==> config.mk <==
export PLATFORM = sky130hd
export DESIGN_NAME = gpx_expander
export DESIGN_NICKNAME = d
export VERILOG_FILES = /design/src/gpx_pkg.sv /design/src/gpx_pad_bank.sv /design/src/gpx_expander.sv
export VERILOG_INCLUDE_DIRS = /design/src
export SDC_FILE = /design/constraint.sdc
export NUM_CORES = 1
export LEC_CHECK = 0
export BUFFER_PORTS_ARGS = -buffer_cell sky130_fd_sc_hd__buf_2
export CORE_UTILIZATION = 58
export DETAILED_ROUTE_END_ITERATION = 12
export PLACE_DENSITY = 0.87
export SETUP_SLACK_MARGIN = 0.05
export SLEW_MARGIN = 20
export SYNTH_ARGS = -nofsm -noshare
export SYNTH_HDL_FRONTEND = slang
export SYNTH_HIERARCHICAL = 1
export SYNTH_SLANG_ARGS = --single-unit
==> constraint.sdc <==
create_clock -name clk_i -period 8.65 [get_ports clk_i]
set_input_delay 2.595 -clock clk_i [delete_from_list [all_inputs] [get_ports clk_i]]
set_output_delay 2.595 -clock clk_i [all_outputs]
set_load 0.05 [all_outputs]
==> src/gpx_defines.svh <==
`ifndef GPX_DEFINES_SVH
`define GPX_DEFINES_SVH

// ****************************************
// Command bytes selecting each register
// ****************************************
`define GPX_CMD_IN0 8'h00
`define GPX_CMD_IN1 8'h01
`define GPX_CMD_OUT0 8'h02
`define GPX_CMD_OUT1 8'h03
`define GPX_CMD_POL0 8'h04
`define GPX_CMD_POL1 8'h05
`define GPX_CMD_DIR0 8'h06
`define GPX_CMD_DIR1 8'h07
`define GPX_CMD_DRV0A 8'h08
`define GPX_CMD_DRV0B 8'h09
`define GPX_CMD_DRV1A 8'h0a
`define GPX_CMD_DRV1B 8'h0b
`define GPX_CMD_LAT0 8'h0c
`define GPX_CMD_LAT1 8'h0d
`define GPX_CMD_PEN0 8'h0e
`define GPX_CMD_PEN1 8'h0f
`define GPX_CMD_PSEL0 8'h10
`define GPX_CMD_PSEL1 8'h11
`define GPX_CMD_MASK0 8'h12
`define GPX_CMD_MASK1 8'h13
`define GPX_CMD_STAT0 8'h14
`define GPX_CMD_STAT1 8'h15
`define GPX_CMD_OCFG 8'h16

// ****************************************
// Reset values
// ****************************************
`define GPX_DIR_RST 16'hffff
`define GPX_OUT_RST 16'hffff
`define GPX_POL_RST 16'h0000
`define GPX_DRV_RST 32'hffff_ffff
`define GPX_LAT_RST 16'h0000
`define GPX_PEN_RST 16'h0000
`define GPX_PSEL_RST 16'hffff
`define GPX_MASK_RST 16'hffff
`define GPX_OCFG_RST 2'h0
`define GPX_BYTE_ZERO 8'h00

// ****************************************
// Slave addresses, arbitrary values
// ****************************************
`define GPX_ADDR_LOW 7'h20
`define GPX_ADDR_HIGH 7'h21

`endif

==> src/gpx_pkg.sv <==
`default_nettype none

package gpx_pkg;

  // Settings that steer one bank of eight pins
  typedef struct packed {
    logic [7:0] dir;
    logic [7:0] out;
    logic od;
    logic [15:0] drv;
    logic [7:0] pull_en;
    logic [7:0] pull_sel;
  } gpx_bank_cfg_t;

  // Registered pad controls of one bank
  typedef struct packed {
    logic [7:0] o;
    logic [7:0] oe;
    logic [15:0] drv;
    logic [7:0] pull_en;
    logic [7:0] pull_up;
  } gpx_bank_pad_t;

  // Register port state
  typedef enum logic [0:0] {
    GPX_BUS_IDLE,
    GPX_BUS_RESP
  } gpx_bus_state_t;

endpackage

`default_nettype wire

==> src/gpx_pad_bank.sv <==
`include "gpx_defines.svh"
`default_nettype none

module gpx_pad_bank (
  input wire logic clk_i, // System clock
  input wire logic reset_i, // Async reset, active high
  input wire gpx_pkg::gpx_bank_cfg_t cfg_i, // Bank settings
  output var gpx_pkg::gpx_bank_pad_t pad_o // Registered pad controls
);

  gpx_pkg::gpx_bank_pad_t next_pad;

  // ****************************************
  // Pad control decode
  // ****************************************
  always_comb begin
    next_pad.o = cfg_i.od ? 8'h00 : cfg_i.out;
    next_pad.oe = ~cfg_i.dir;
    if (cfg_i.od) begin
      next_pad.oe = ~cfg_i.dir & ~cfg_i.out;
    end
    next_pad.drv = cfg_i.drv;
    next_pad.pull_en = cfg_i.pull_en;
    next_pad.pull_up = cfg_i.pull_en & cfg_i.pull_sel;
  end

  // Register so no decode glitch reaches the pins
  always_ff @(posedge clk_i or posedge reset_i) begin
    if (reset_i) begin
      pad_o <= '0;
    end else begin
      pad_o <= next_pad;
    end
  end

  pad_oe_dir_a: assert property (
    @(posedge clk_i) disable iff (reset_i)
    ##1 pad_o.oe == ($past(~cfg_i.dir) &
      ~($past({8{cfg_i.od}}) & $past(cfg_i.out))))
    else $error("pad enable disagrees with direction");

  pull_select_a: assert property (
    @(posedge clk_i) disable iff (reset_i)
    ##1 pad_o.pull_up == $past(cfg_i.pull_en & cfg_i.pull_sel))
    else $error("pull-up disagrees with pull settings");

endmodule

`default_nettype wire

==> src/gpx_expander.sv <==
`include "gpx_defines.svh"
`default_nettype none

// Overview of operation
// - All sixteen pins start as inputs after reset.
// - Every interrupt mask bit starts set, so no alert at power-up.
// - Open-drain low alert when an unmasked input differs from register.
// - Latched pins hold a changed value until the input register is read.
// - Polarity bits invert the input register value as read.
// - Direction bit per pin chooses driven or floating.
// - Input and output values live in registers; outputs drive pins.
// - Two 8-bit registers each for direction, input, output, polarity.
// - Reset returns all registers to defaults and resets the port logic.
// - Each bank selects push-pull or open-drain outputs.
// - Each pin has one of four drive strengths.
// - Per-pin pull enable, with pull-up or pull-down select.
// - A set mask bit keeps that pin from raising the alert.
// - Read-only status register shows which pins raised the alert.
// - Strap level picks one of two slave addresses.
module gpx_expander (
  input wire logic clk_i, // System clock
  input wire logic reset_i, // Async reset, active high
  input wire logic [6:0] slv_addr_i, // Addressed slave
  input wire logic [7:0] cmd_i, // Command byte
  input wire logic [7:0] wdata_i, // Write data
  input wire logic wr_i, // Write strobe
  input wire logic rd_i, // Read strobe
  output logic [7:0] rdata_o, // Read data, cycle after strobe
  input wire logic addr_strap_i, // Address strap level
  input wire logic [15:0] pad_i, // Pin levels
  output logic [15:0] pad_o, // Pin drive values
  output logic [15:0] pad_oe_o, // Pin drive enables
  output logic [31:0] drv_o, // Drive strength, two bits a pin
  output logic [15:0] pull_en_o, // Pull resistor enables
  output logic [15:0] pull_up_o, // Pull-up when set, else pull-down
  output logic alert_o, // Alert pin value, always low
  output logic alert_oe_o // Alert pin sinking
);

  // ****************************************
  // Declarations
  // ****************************************
  logic [15:0] dir;
  logic [15:0] out;
  logic [15:0] pol;
  logic [31:0] drv;
  logic [15:0] latch;
  logic [15:0] pen;
  logic [15:0] psel;
  logic [15:0] mask;
  logic [1:0] ocfg;
  logic [15:0] in_reg;
  logic [15:0] ref_val;
  logic [15:0] status;
  logic [15:0] chg;
  logic [15:0] held;
  logic [6:0] sel_addr;
  logic strap_done;
  logic acc_ok;
  logic wr_ok;
  logic rd_ok;
  logic rd_in0;
  logic rd_in1;
  logic [7:0] next_rdata;
  gpx_pkg::gpx_bus_state_t bus_state;
  gpx_pkg::gpx_bank_cfg_t cfg0;
  gpx_pkg::gpx_bank_cfg_t cfg1;
  gpx_pkg::gpx_bank_pad_t pad0;
  gpx_pkg::gpx_bank_pad_t pad1;

  // Command byte match, used for write and input-read decode
  function automatic logic hit(input logic [7:0] a, input logic [7:0] c);
    hit = (a == c);
  endfunction

  // ****************************************
  // Address strap and access qualify
  // ****************************************
  // Strap caught by a clock after release, never by the reset itself
  always_ff @(posedge clk_i or posedge reset_i) begin
    if (reset_i) begin
      strap_done <= 1'b0;
      sel_addr <= `GPX_ADDR_LOW;
    end else if (!strap_done) begin
      strap_done <= 1'b1;
      sel_addr <= addr_strap_i ? `GPX_ADDR_HIGH : `GPX_ADDR_LOW;
    end
  end

  assign acc_ok = strap_done && (slv_addr_i == sel_addr);
  assign wr_ok = wr_i && acc_ok;
  assign rd_ok = rd_i && acc_ok;
  assign rd_in0 = rd_ok && hit(cmd_i, `GPX_CMD_IN0);
  assign rd_in1 = rd_ok && hit(cmd_i, `GPX_CMD_IN1);

  // ****************************************
  // Configuration registers
  // ****************************************
  // reset restores defaults
  always_ff @(posedge clk_i or posedge reset_i) begin
    if (reset_i) begin
      dir <= `GPX_DIR_RST;
      out <= `GPX_OUT_RST;
      pol <= `GPX_POL_RST;
      drv <= `GPX_DRV_RST;
      latch <= `GPX_LAT_RST;
      pen <= `GPX_PEN_RST;
      psel <= `GPX_PSEL_RST;
      mask <= `GPX_MASK_RST;
      ocfg <= `GPX_OCFG_RST;
    end else if (wr_ok) begin
      if (hit(cmd_i, `GPX_CMD_OUT0)) out[7:0] <= wdata_i;
      if (hit(cmd_i, `GPX_CMD_OUT1)) out[15:8] <= wdata_i;
      if (hit(cmd_i, `GPX_CMD_POL0)) pol[7:0] <= wdata_i;
      if (hit(cmd_i, `GPX_CMD_POL1)) pol[15:8] <= wdata_i;
      if (hit(cmd_i, `GPX_CMD_DIR0)) dir[7:0] <= wdata_i;
      if (hit(cmd_i, `GPX_CMD_DIR1)) dir[15:8] <= wdata_i;
      if (hit(cmd_i, `GPX_CMD_DRV0A)) drv[7:0] <= wdata_i;
      if (hit(cmd_i, `GPX_CMD_DRV0B)) drv[15:8] <= wdata_i;
      if (hit(cmd_i, `GPX_CMD_DRV1A)) drv[23:16] <= wdata_i;
      if (hit(cmd_i, `GPX_CMD_DRV1B)) drv[31:24] <= wdata_i;
      if (hit(cmd_i, `GPX_CMD_LAT0)) latch[7:0] <= wdata_i;
      if (hit(cmd_i, `GPX_CMD_LAT1)) latch[15:8] <= wdata_i;
      if (hit(cmd_i, `GPX_CMD_PEN0)) pen[7:0] <= wdata_i;
      if (hit(cmd_i, `GPX_CMD_PEN1)) pen[15:8] <= wdata_i;
      if (hit(cmd_i, `GPX_CMD_PSEL0)) psel[7:0] <= wdata_i;
      if (hit(cmd_i, `GPX_CMD_PSEL1)) psel[15:8] <= wdata_i;
      if (hit(cmd_i, `GPX_CMD_MASK0)) mask[7:0] <= wdata_i;
      if (hit(cmd_i, `GPX_CMD_MASK1)) mask[15:8] <= wdata_i;
      if (hit(cmd_i, `GPX_CMD_OCFG)) ocfg <= wdata_i[1:0];
    end
  end

  // ****************************************
  // Input capture and latching
  // ****************************************
  // A latched pin freezes once it differs from the last value read
  assign held = latch & (in_reg ^ ref_val);

  always_ff @(posedge clk_i or posedge reset_i) begin
    if (reset_i) begin
      in_reg <= 16'h0000;
    end else begin
      in_reg <= (held & in_reg) | (~held & pad_i);
    end
  end

  // Reading a bank makes its input register value, before polarity, the new reference
  always_ff @(posedge clk_i or posedge reset_i) begin
    if (reset_i) begin
      ref_val <= 16'h0000;
    end else begin
      if (rd_in0) ref_val[7:0] <= in_reg[7:0];
      if (rd_in1) ref_val[15:8] <= in_reg[15:8];
    end
  end

  // ****************************************
  // Change detect and alert
  // ****************************************
  // Not sticky: a pin that returns to its reference drops its bit
  assign chg = in_reg ^ ref_val;

  always_ff @(posedge clk_i or posedge reset_i) begin
    if (reset_i) begin
      status <= 16'h0000;
    end else begin
      status <= chg & ~mask;
    end
  end

  always_ff @(posedge clk_i or posedge reset_i) begin
    if (reset_i) begin
      alert_oe_o <= 1'b0;
      alert_o <= 1'b0;
    end else begin
      alert_oe_o <= |(chg & ~mask);
      alert_o <= 1'b0;
    end
  end

  // ****************************************
  // Read path
  // ****************************************
  always_comb begin
    case (cmd_i)
      `GPX_CMD_IN0: next_rdata = in_reg[7:0] ^ pol[7:0];
      `GPX_CMD_IN1: next_rdata = in_reg[15:8] ^ pol[15:8];
      `GPX_CMD_OUT0: next_rdata = out[7:0];
      `GPX_CMD_OUT1: next_rdata = out[15:8];
      `GPX_CMD_POL0: next_rdata = pol[7:0];
      `GPX_CMD_POL1: next_rdata = pol[15:8];
      `GPX_CMD_DIR0: next_rdata = dir[7:0];
      `GPX_CMD_DIR1: next_rdata = dir[15:8];
      `GPX_CMD_DRV0A: next_rdata = drv[7:0];
      `GPX_CMD_DRV0B: next_rdata = drv[15:8];
      `GPX_CMD_DRV1A: next_rdata = drv[23:16];
      `GPX_CMD_DRV1B: next_rdata = drv[31:24];
      `GPX_CMD_LAT0: next_rdata = latch[7:0];
      `GPX_CMD_LAT1: next_rdata = latch[15:8];
      `GPX_CMD_PEN0: next_rdata = pen[7:0];
      `GPX_CMD_PEN1: next_rdata = pen[15:8];
      `GPX_CMD_PSEL0: next_rdata = psel[7:0];
      `GPX_CMD_PSEL1: next_rdata = psel[15:8];
      `GPX_CMD_MASK0: next_rdata = mask[7:0];
      `GPX_CMD_MASK1: next_rdata = mask[15:8];
      `GPX_CMD_STAT0: next_rdata = status[7:0];
      `GPX_CMD_STAT1: next_rdata = status[15:8];
      `GPX_CMD_OCFG: next_rdata = {6'h00, ocfg};
      default: next_rdata = `GPX_BYTE_ZERO;
    endcase
  end

  // Read data stands one cycle, then returns to zero
  always_ff @(posedge clk_i or posedge reset_i) begin
    if (reset_i) begin
      bus_state <= gpx_pkg::GPX_BUS_IDLE;
      rdata_o <= `GPX_BYTE_ZERO;
    end else begin
      case (bus_state)
        gpx_pkg::GPX_BUS_IDLE,
        gpx_pkg::GPX_BUS_RESP: begin
          bus_state <= rd_ok ? gpx_pkg::GPX_BUS_RESP :
                               gpx_pkg::GPX_BUS_IDLE;
          rdata_o <= rd_ok ? next_rdata : `GPX_BYTE_ZERO;
        end
        default: begin
          bus_state <= gpx_pkg::GPX_BUS_IDLE;
          rdata_o <= `GPX_BYTE_ZERO;
        end
      endcase
    end
  end

  // ****************************************
  // Pad banks
  // ****************************************
  always_comb begin
    cfg0 = {dir[7:0], out[7:0], ocfg[0], drv[15:0], pen[7:0], psel[7:0]};
    cfg1 = {dir[15:8], out[15:8], ocfg[1], drv[31:16], pen[15:8],
            psel[15:8]};
  end

  gpx_pad_bank u_bank0 (
    .clk_i(clk_i),
    .reset_i(reset_i),
    .cfg_i(cfg0),
    .pad_o(pad0)
  );

  gpx_pad_bank u_bank1 (
    .clk_i(clk_i),
    .reset_i(reset_i),
    .cfg_i(cfg1),
    .pad_o(pad1)
  );

  assign pad_o = {pad1.o, pad0.o};
  assign pad_oe_o = {pad1.oe, pad0.oe};
  assign drv_o = {pad1.drv, pad0.drv};
  assign pull_en_o = {pad1.pull_en, pad0.pull_en};
  assign pull_up_o = {pad1.pull_up, pad0.pull_up};

  // ****************************************
  // Checks
  // ****************************************
  // pins start input
  dir_default_a: assert property (
    @(posedge clk_i) disable iff (reset_i)
    !strap_done |-> (dir == `GPX_DIR_RST) ##1 (pad_oe_o == 16'h0000))
    else $error("pins not inputs after reset");
  mask_default_a: assert property (
    @(posedge clk_i) disable iff (reset_i)
    !strap_done |-> (mask == `GPX_MASK_RST) ##1 !alert_oe_o)
    else $error("interrupt mask not set after reset");
  alert_raise_a: assert property (
    @(posedge clk_i) disable iff (reset_i)
    ((chg & ~mask) != 16'h0000) |=> alert_oe_o && !alert_o)
    else $error("alert missing for unmasked change");
  latch_hold_a: assert property (
    @(posedge clk_i) disable iff (reset_i)
    (held != 16'h0000) |=>
      ((in_reg ^ $past(in_reg)) & $past(held)) == 16'h0000)
    else $error("latched input changed before read");
  pol_read_a: assert property (
    @(posedge clk_i) disable iff (reset_i)
    rd_in0 |=> rdata_o == $past(in_reg[7:0] ^ pol[7:0]))
    else $error("input read not polarity corrected");
  out_drive_a: assert property (
    @(posedge clk_i) disable iff (reset_i)
    (!ocfg[0] && dir[7:0] == 8'h00) [*2] |-> pad_o[7:0] == $past(out[7:0]))
    else $error("push-pull pins not driven from output register");
  mask_block_a: assert property (
    @(posedge clk_i) disable iff (reset_i)
    ((chg & ~mask) == 16'h0000) |=> !alert_oe_o && status == 16'h0000)
    else $error("alert raised by masked pin");
  status_src_a: assert property (
    @(posedge clk_i) disable iff (reset_i)
    ##1 status == $past(chg & ~mask) && alert_oe_o == |status)
    else $error("status disagrees with alert source");
  strap_pick_a: assert property (
    @(posedge clk_i) disable iff (reset_i)
    $rose(strap_done) |-> sel_addr ==
      ($past(addr_strap_i) ? `GPX_ADDR_HIGH : `GPX_ADDR_LOW))
    else $error("slave address not taken from strap");
  read_clear_a: assert property (
    @(posedge clk_i) disable iff (reset_i)
    rd_in1 |=> ref_val[15:8] == $past(in_reg[15:8]))
    else $error("input read did not take new reference");

endmodule

`default_nettype wire

# After elaboration in Yosys (flattened, before gate mapping)
# Index checks and enable logic that the tools add are counted.
[word_totals]
word_cells = 111
out_inout_bits = 106
regBits = 307
[op_classes]
bitwise = 18
n_eq_ne = 23
n_mux = 7
n_reduce_logical = 26
[ops]
columns = ["cell", "count"]
rows = [
  ["case mux 8 bit (23 select lines)", 1],
  ["bitwise AND 16 bit", 4],
  ["equality test 8 x 4 -> 1 bit (second input constant)", 8],
  ["equality test 8 x 5 -> 1 bit (second input constant)", 7],
  ["2-to-1 mux 8 bit", 5],
  ["AND reduction 2 bit", 19],
  ["bitwise AND 8 bit", 4],
  ["equality test 8 x 3 -> 1 bit (second input constant)", 4],
  ["NOT 16 bit", 2],
  ["NOT 8 bit", 4],
  ["equality test 8 x 2 -> 1 bit (second input constant)", 2],
  ["bitwise OR 16 bit", 1],
  ["OR reduction 16 bit", 1],
  ["XOR 16 bit", 1],
  ["XOR 8 bit", 2],
  ["equality test 8 x 1 -> 1 bit (second input constant)", 1],
  ["logical NOT 8 bit", 1],
  ["equality test 7 bit", 1],
  ["logical AND 1 bit", 5],
  ["2-to-1 mux 1 bit", 1],
]

# Depth between registers and ports, before layout
# Gate-level depths: netlist of run 1.
[logic_depth]
word_depth = 5
mapped_depth = 8

# Modules after synthesis
# Netlist of run 1, hierarchy kept.
[by_module_without_submodules]
columns = ["module", "seq_area_each_um2", "area_each_um2", "n_inst", "cells_each"]
rows = [
  ["gpx_expander", 5250.0, 9834.4, 1, 829],
  ["gpx_pad_bank", 1201.2, 1362.6, 2, 74],
]

# Worst setup path after synthesis of run 1
# No wires, ideal clock.
[synth_path]
path_kind = "input to register"
start = "input slv_addr_i[6]"
end = "register pol[10]"
arrival_ps = 4169
stages = 6
slack_ps = 4356
setup_ps = 125
cell_sequence = "and4bb_1 > nand2_1 > nor4_4 > nand3_1 > nor2_4 > mux2_2"
[synth_between]
elab_chain_len = 4
[synth_lines]
columns = ["element", "line", "text"]
rows = [
  ["start: declaration", "gpx_expander.sv:23", "input wire logic [6:0] slv_addr_i,"],
  ["equality test 7 bit", "gpx_expander.sv:90", "assign acc_ok = strap_done && (slv_addr_i == sel_addr);"],
  ["logical AND 1 bit", "gpx_expander.sv:90", ""],
  ["logical AND 1 bit", "gpx_expander.sv:91", "assign wr_ok = wr_i && acc_ok;"],
  ["AND reduction 2 bit (no line)", "--", ""],
  ["end signal: assignment", "gpx_expander.sv:104", "pol <= `GPX_POL_RST;"],
  ["end signal: assignment", "gpx_expander.sv:115", "if (hit(cmd_i, `GPX_CMD_POL1)) pol[15:8] <= wdata_i;"],
  ["end: declaration", "gpx_expander.sv:45", "logic [15:0] pol;"],
]
# No other way between the ends.
# A chain may end at the register's enable or synchronous reset.

# Worst setup path in the final report of run 1
[layout_path]
start = "input cmd_i[1]"
end = "register drv[20]"
[layout_between]
elab_chain_len = 2
[layout_lines]
columns = ["element", "line", "text"]
rows = [
  ["start: declaration", "gpx_expander.sv:24", "input wire logic [7:0] cmd_i,"],
  ["equality test 8 x 4 -> 1 bit", "gpx_expander.sv:73", "hit = (a == c);"],
  ["AND reduction 2 bit (no line)", "--", ""],
  ["end signal: assignment", "gpx_expander.sv:105", "drv <= `GPX_DRV_RST;"],
  ["end signal: assignment", "gpx_expander.sv:120", "if (hit(cmd_i, `GPX_CMD_DRV1A)) drv[23:16] <= wdata_i;"],
  ["end: declaration", "gpx_expander.sv:46", "logic [31:0] drv;"],
]
# No other way between the ends.

==> results_dict.tcl, run 1 <==
set metrics [dict create \
    status "finished clean" \
    synth_top_area_frac 0.408 \
    reg2reg_depth 6 \
    cts.sinks 301 \
    dieHeight_microns 149 \
    yosys.area_share.simple 0.100 \
    multi_input_area_sq_um 4620 \
    row_count 53 \
    gp_congestion 0.981 \
    overflow 0 \
    start_kind "input port" \
    drtAntennaViolNets 0 \
    gr-usage-all-layers 0.349 \
    remaining_drc_errors 0 \
    clkLatencyLatePin_ps 560 \
    vias_per_cell 6.36 \
    setup_viol 0 \
    die_w_microns 149 \
    powerDensity_nw_per_um2 208 \
    vias 9036 \
    yosysWarnings 6 \
    synth_edf_count 0 \
    synth_top_family_by_area "multiplexers" \
    clockBufferDepth 3 \
    synth.cell_area_sq_um 12600 \
    grt_max_degree 134 \
    wl_microns 37500 \
    netlist_instances 977 \
    hpwl_microns 25900 \
    htree_levels 1 \
    coreArea_sq_um 21200 \
    end_kind "flop" \
    yosysTopAreaCell "dfrtp_1" \
    firstDrtPassIters 8 \
    post_drt_wl_per_cell_microns 26.4 \
    cts_setup_buffers 0 \
    n_antenna_cell 0 \
    synth_nets 1021 \
    cp.required_ps 9120 \
    slew_violations 0 \
    synthAdderAreaFrac 0 \
    yosysUniqueCellTypes 59 \
    die-area_sq_um 22200 \
    seqCellArea_sq_um 7650 \
    yosys-top-cells-count "dfrtp_1 (205), mux2_2 (169), dfstp_2 (96)" \
    port_buffers 148 \
    final_hold_viol_count 0 \
    drt-initial-drc-count 871 \
    ys.flop_type "dfrtp_1" \
    synth_compound_area_frac 0.0840 \
    synth_xor_xnor_area_share 0.0223 \
    power_leakage_nw 6.68 \
    period_minus_slack_ps 5010 \
    path_class "in2reg" \
    tritoncts "yes" \
    synthToLayoutAreaGrowth_pct 16.6 \
    final_nets 1165 \
    stdcell_count 1420 \
    synth.mux.area_fraction 0.161 \
    tightestPinTransition_ps 972 \
    synth_most_common_cell "dfrtp_1" \
    fin_crit_sh 0.579 \
    seq_area_frac_synth 0.609 \
    cap_violations 0 \
    crit_arrival_ps 5480 \
    antenna_found_initial 0 \
    async_flop_share 1.00 \
    fin_tns_setup_ps 0 \
    postSynthAreaPerCell_sq_um 12.9 \
    grt_pass1_wl_microns 57000 \
    cts_buffers 30 \
    drive_gt1_frac 0.440 \
    whs_path_depth 0 \
    hold_class "reg2reg" \
    r2r-start "sel_addr[0]" \
    rsz0062_at_grt "no" \
    max_freq_ghz 0.200 \
    relSlewSlack 0.350 \
    peakVddDrop_mv 0.172 \
    clkSlewWorstSetupHoldPaths_ps 70 \
    cts_hold_buffers 0 \
    cts_root_buf "clkbuf_16" \
    pin_count 150 \
    utilization 0.692 \
    fin_skew_ps 21.7 \
    power_mw 3.04 \
    start_util 0.594 \
    crit_start "cmd_i[1]" \
    post_cts_resize_count 0 \
    dp_cells 1364 \
    first_global_vias 9147 \
    path_max_fanout 49 \
    synth-seq-cells 301 \
    fillers 1460 \
    worstHoldStart "drv[7]" \
    synth.area.top_cells "dfrtp_1 (41%), dfstp_2 (20%), mux2_2 (15%)" \
]
-- area by class of cell --
class / instances / share of cell area
multi-input cells: 612 / 0.316
repair buffers: 154 / 0.0537
well taps: 275 / 0.0235
flip-flops and latches: 301 / 0.523
clock inverters: 19 / 0.0222
inverters: 22 / 0.00632
clock buffers: 37 / 0.0558
-- per-stage QoR --
step	setup WS, ps	hold slack [ps]	instance area (sq um)
final	3640	395	14600
after global routing	3570	408	14600
after CTS	3770	397	14600
after detailed placement	3220	401	13500
after global placement	3240	397	13500
after floorplan	618	376	12600
-- critical path, stage by stage --
cell     delay (ps)
buf_2            70
buf_4           480
inv_1           420
nor2_1          430
nand3_1         430
nor2_2          620
mux2_2          410
-- power by group --
group / internal [mW] / total [mW] / switching (mW)
Sequential: 1.42 / 1.43 / 0.0115
Combinational: 0.0299 / 0.127 / 0.0974
Clock: 0.915 / 1.48 / 0.564
Total: 2.37 / 3.04 / 0.673
-- registers in the layout, summed over array words and instances (netlist names), 2 cells and up, named ones only --
name / cells
u_bank0/pad_o: 48
u_bank1/pad_o: 48
drv: 32
dir: 16
latch: 16
mask: 16
out: 16
pen: 16
pol: 16
psel: 16
ref_val: 16
status: 16
rdata_o: 8
ocfg: 2
-- logic make-up (layout without fill, tap and decap cells) --
family,count (synthesis),in the layout
and+or+nand+nor,231,231
muxes,181,181
buffers and inverters,64,232
AOI/OAI and AO/OA,166,166
xor gates and xnor gates,32,32
other,2,2
DFF,301,301
-- layout by cell type (no fill, tap or decap), types with 5 or more instances in the layout --
| cell type | n |
|---|---|
| a21oi_1 | 66 |
| nor3_1 | 8 |
| nand3_1 | 34 |
| nand2_1 | 44 |
| nor2_1 | 51 |
| mux2i_1 | 12 |
| mux2_2 | 169 |
| bufinv_16 | 8 |
| clkbuf_16 | 30 |
| buf_2 | 148 |
| nand3b_1 | 5 |
| nand2b_1 | 6 |
| clkinv_2 | 7 |
| nor2b_1 | 9 |
| buf_4 | 6 |
| xnor2_1 | 24 |
| and2b_1 | 10 |
| nand4_1 | 5 |
| a311oi_1 | 5 |
| nor2_2 | 17 |
| inv_1 | 19 |
| o22ai_1 | 6 |
| xor2_1 | 8 |
| dfstp_2 | 96 |
| and2_1 | 18 |
| a31oi_1 | 7 |
| dfrtp_1 | 205 |
| o21ai_0 | 24 |
| a221oi_1 | 7 |
| a22oi_1 | 22 |
| nor4_1 | 5 |
-- worst paths after layout --
path                                      to  slack, ps
max in group asynchronous         rdata_o[6]       4970
max                                  drv[20]       3640
min reg2reg                u_bank0/pad_o[23]        400
min                        u_bank0/pad_o[23]        400
min in group asynchronous         rdata_o[2]       2220
max reg2reg                          drv[25]       5960
-- per-layer routing --
layer,part of all wire,global-route usage,vias up
met5,0,0,-
met2,0.46,0.536,553
li1,-,-,3774
met3,0.095,0.0590,91
met4,0.033,0.117,0
met1,0.41,0.506,4618
Power figures use the tool's default switching activity.
==> run 2, diff against run 1 <==
--- a/config.mk
+++ b/config.mk
@@ -6,10 +6,11 @@
 export SDC_FILE = /design/constraint.sdc
 export NUM_CORES = 1
 export LEC_CHECK = 0
+export ABC_AREA = 1
 export BUFFER_PORTS_ARGS = -buffer_cell sky130_fd_sc_hd__buf_2
-export CORE_UTILIZATION = 58
+export CORE_UTILIZATION = 53
 export DETAILED_ROUTE_END_ITERATION = 12
-export PLACE_DENSITY = 0.87
+export PLACE_DENSITY = 0.84
 export SETUP_SLACK_MARGIN = 0.05
 export SLEW_MARGIN = 20
 export SYNTH_ARGS = -nofsm -noshare
==> constraint.sdc (replaced) <==
create_clock -name clk_i -period 4.6 [get_ports clk_i]
set_input_delay 1.38 -clock clk_i [delete_from_list [all_inputs] [get_ports clk_i]]
set_output_delay 1.38 -clock clk_i [all_outputs]
set_load 0.05 [all_outputs]
==> run 2 against run 1 <==
Against the previous run: clock skew shrank 5.4 ps; synthesized area grew 1.6%; sequential power rose by 87%; register-to-register slack worse by 3400 ps; core utilization down 6.6 points; cell area is 0.66% higher; final cell count grew 32%; critical path depth increased by 2; die area grew 11%; non-clock buffer count unchanged; largest cell class unchanged.
==> results_dict.tcl, run 2 <==
set metrics [dict create \
    cts_buffers 30 \
    critPathBufInv 3 \
    row_count 56 \
    end_kind "flop" \
    cts.sinks 301 \
    drive_gt1_frac 0.236 \
    crit_slowest_cell "inv_1" \
    cpPeakStageDelay_ps 660 \
    fillers 1929 \
    drt-initial-drc-count 952 \
    synth_top_area_frac 0.402 \
    synth_most_common_cell "nand2_1" \
    seq_area_frac_synth 0.600 \
    die-area_sq_um 24700 \
    ys.flop_type "dfrtp_1" \
    htree_levels 1 \
    cts_root_buf "clkbuf_16" \
    synth.cell_area_sq_um 12800 \
    yosysUniqueCellTypes 37 \
    port_buffers 148 \
    synth-seq-cells 301 \
    grt_max_degree 103 \
    powerDensity_nw_per_um2 367 \
    setup_viol 0 \
    fin_tns_setup_ps 0 \
    gr-usage-all-layers 0.302 \
    synth.area.top_cells "dfrtp_1 (40%), dfstp_2 (20%), nand2_1 (13%)" \
    post_drt_wl_per_cell_microns 19.2 \
    remaining_drc_errors 0 \
    crit_arrival_ps 3390 \
    path_class "in2reg" \
    cap_violations 0 \
    antenna_found_initial 0 \
    power_leakage_nw 7.05 \
    die_w_microns 157 \
    cts_hold_buffers 0 \
    max_freq_ghz 0.333 \
    cpLargestDelayFamily "simple AND/OR/NAND/NOR gates" \
    slew_violations 0 \
    clkSlewWorstSetupHoldPaths_ps 60 \
    overflow 0 \
    netlist_instances 1383 \
    post_cts_resize_count 0 \
    placed_cell_area_sq_um 13700 \
    stdcell_count 1871 \
    hold_ws_ps 412 \
    status "finished clean" \
    grt_pass1_wl_microns 56000 \
    clockBufferDepth 3 \
    power_mw 5.41 \
    yosysTopAreaCell "dfrtp_1" \
    rsz0062_at_grt "no" \
    fin_area_sq_um 14700 \
    period_minus_slack_ps 3000 \
    tightestPinTransition_ps 1050 \
    start_kind "input port" \
    hpwl_microns 25300 \
    largestRegisters "u_bank0/pad_o: 48 flops, u_bank1/pad_o: 48 flops, drv: 32 flops" \
    start_util 0.542 \
    cts_setup_buffers 0 \
    fin_skew_ps 16.3 \
    synth_edf_count 0 \
    peakVddDrop_mv 0.194 \
    drtAntennaViolNets 0 \
    cp.required_ps 4990 \
    wl_microns 36000 \
    synthToLayoutAreaGrowth_pct 15.5 \
    hold_class "reg2reg" \
    gp_congestion 0.976 \
    first_global_vias 10001 \
    postSynthAreaPerCell_sq_um 9.23 \
    vias_per_cell 5.58 \
    final_nets 1572 \
    relSlewSlack 0.301 \
    final_common_cell "nand2_1" \
    critPathMostFrequentCell "nand2_1" \
    final_cell_mix "nand2_1 (432), dfrtp_1 (205), nor2_1 (154)" \
    clkLatencyLatePin_ps 560 \
    final_hold_viol_count 0 \
    yosys-top-cells-count "nand2_1 (432), dfrtp_1 (205), nor2_1 (155)" \
    fin_crit_sh 0.653 \
    synth_nets 1427 \
    dieHeight_microns 157 \
    yosysWarnings 6 \
    tritoncts "yes" \
    firstDrtPassIters 5 \
    vias 10437 \
    n_antenna_cell 0 \
    async_flop_share 1.00 \
    dp_cells 1815 \
    coreArea_sq_um 23500 \
    cp_cell_sequence "buf_2 > nor2_1 > nand2_4 > inv_1 > nand2_1 > inv_2 > nand3_4 > nand2_1 > o21ai_0" \
    path_max_fanout 23 \
    pin_count 150 \
]
[run 2: cell types whose count changed after synthesis, sizes merged, moves of 10 or more]
cell	change
a21oi	-46
a22oi	-22
and2	-19
and2b	-10
clkbuf	-10
inv	+89
mux2	-168
mux2i	-12
nand2	+389
nand3	+35
nor2	+102
o21ai	+149
xnor2	-18
[run 2: cell families after synthesis]
logic type      count (synthesis)  synth area share
compound gates                211            0.0921
flops                         301             0.600
mux                             1          0.000882
xor+xnor                       21            0.0144
simple gates                  695             0.237
other cells                     2          0.000588
buf+inv                       152            0.0551
[run 2: final timing paths]
path	startpoint	endpoint	slack [ps]	cells after the start
worst max-delay path	cmd_i[5]	latch[11]	1600	9
worst min-delay path	drv[15]	u_bank0/pad_o[31]	410	0
worst max register to register	sel_addr[0]	psel[9]	2570	6
worst min register to register	drv[15]	u_bank0/pad_o[31]	410	0
max in group asynchronous	reset_i	u_bank1/pad_o[12]	3070	2
min in group asynchronous	reset_i	out[13]	960	2
[run 2: through the flow]
stage / setup WS [ps] / util
3_5_place_dp: 1100 / 0.582
4_1_cts: 1690 / 0.626
2_1_floorplan: 640 / -
3_3_place_gp: 1220 / 0.582
5_1_grt: 1510 / 0.626
6_report: 1600 / 0.626
[run 2: power by group]
group          switching (mW)  total [mW]  leakage, nW  internal (mW)
sequential             0.0162        2.68         3.69           2.67
combinational           0.151       0.193         2.87         0.0419
clock                    1.04        2.53        0.500           1.49
total                    1.21        5.41         7.05           4.20
[run 2: cell type report]
type | instances | area (sq um) | share of cell area
timing repair buffer | 154 | 811 | 0.0550
sequential | 301 | 7650 | 0.519
clock inverter | 14 | 174 | 0.0118
multi-input combinational | 930 | 4410 | 0.299
clock buffer | 42 | 866 | 0.0587
inverter | 111 | 425 | 0.0289
tap | 319 | 399 | 0.0271
[run 2: metal layers]
| layer | GRT usage | vias up | routed length (microns) |
|---|---|---|---|
| li1 | - | 4690 | - |
| met1 | 0.410 | 5015 | 14300 |
| met2 | 0.485 | 594 | 16800 |
| met3 | 0.0410 | 138 | 3060 |
| met4 | 0.139 | 0 | 1890 |
| met5 | 0 | - | 0 |
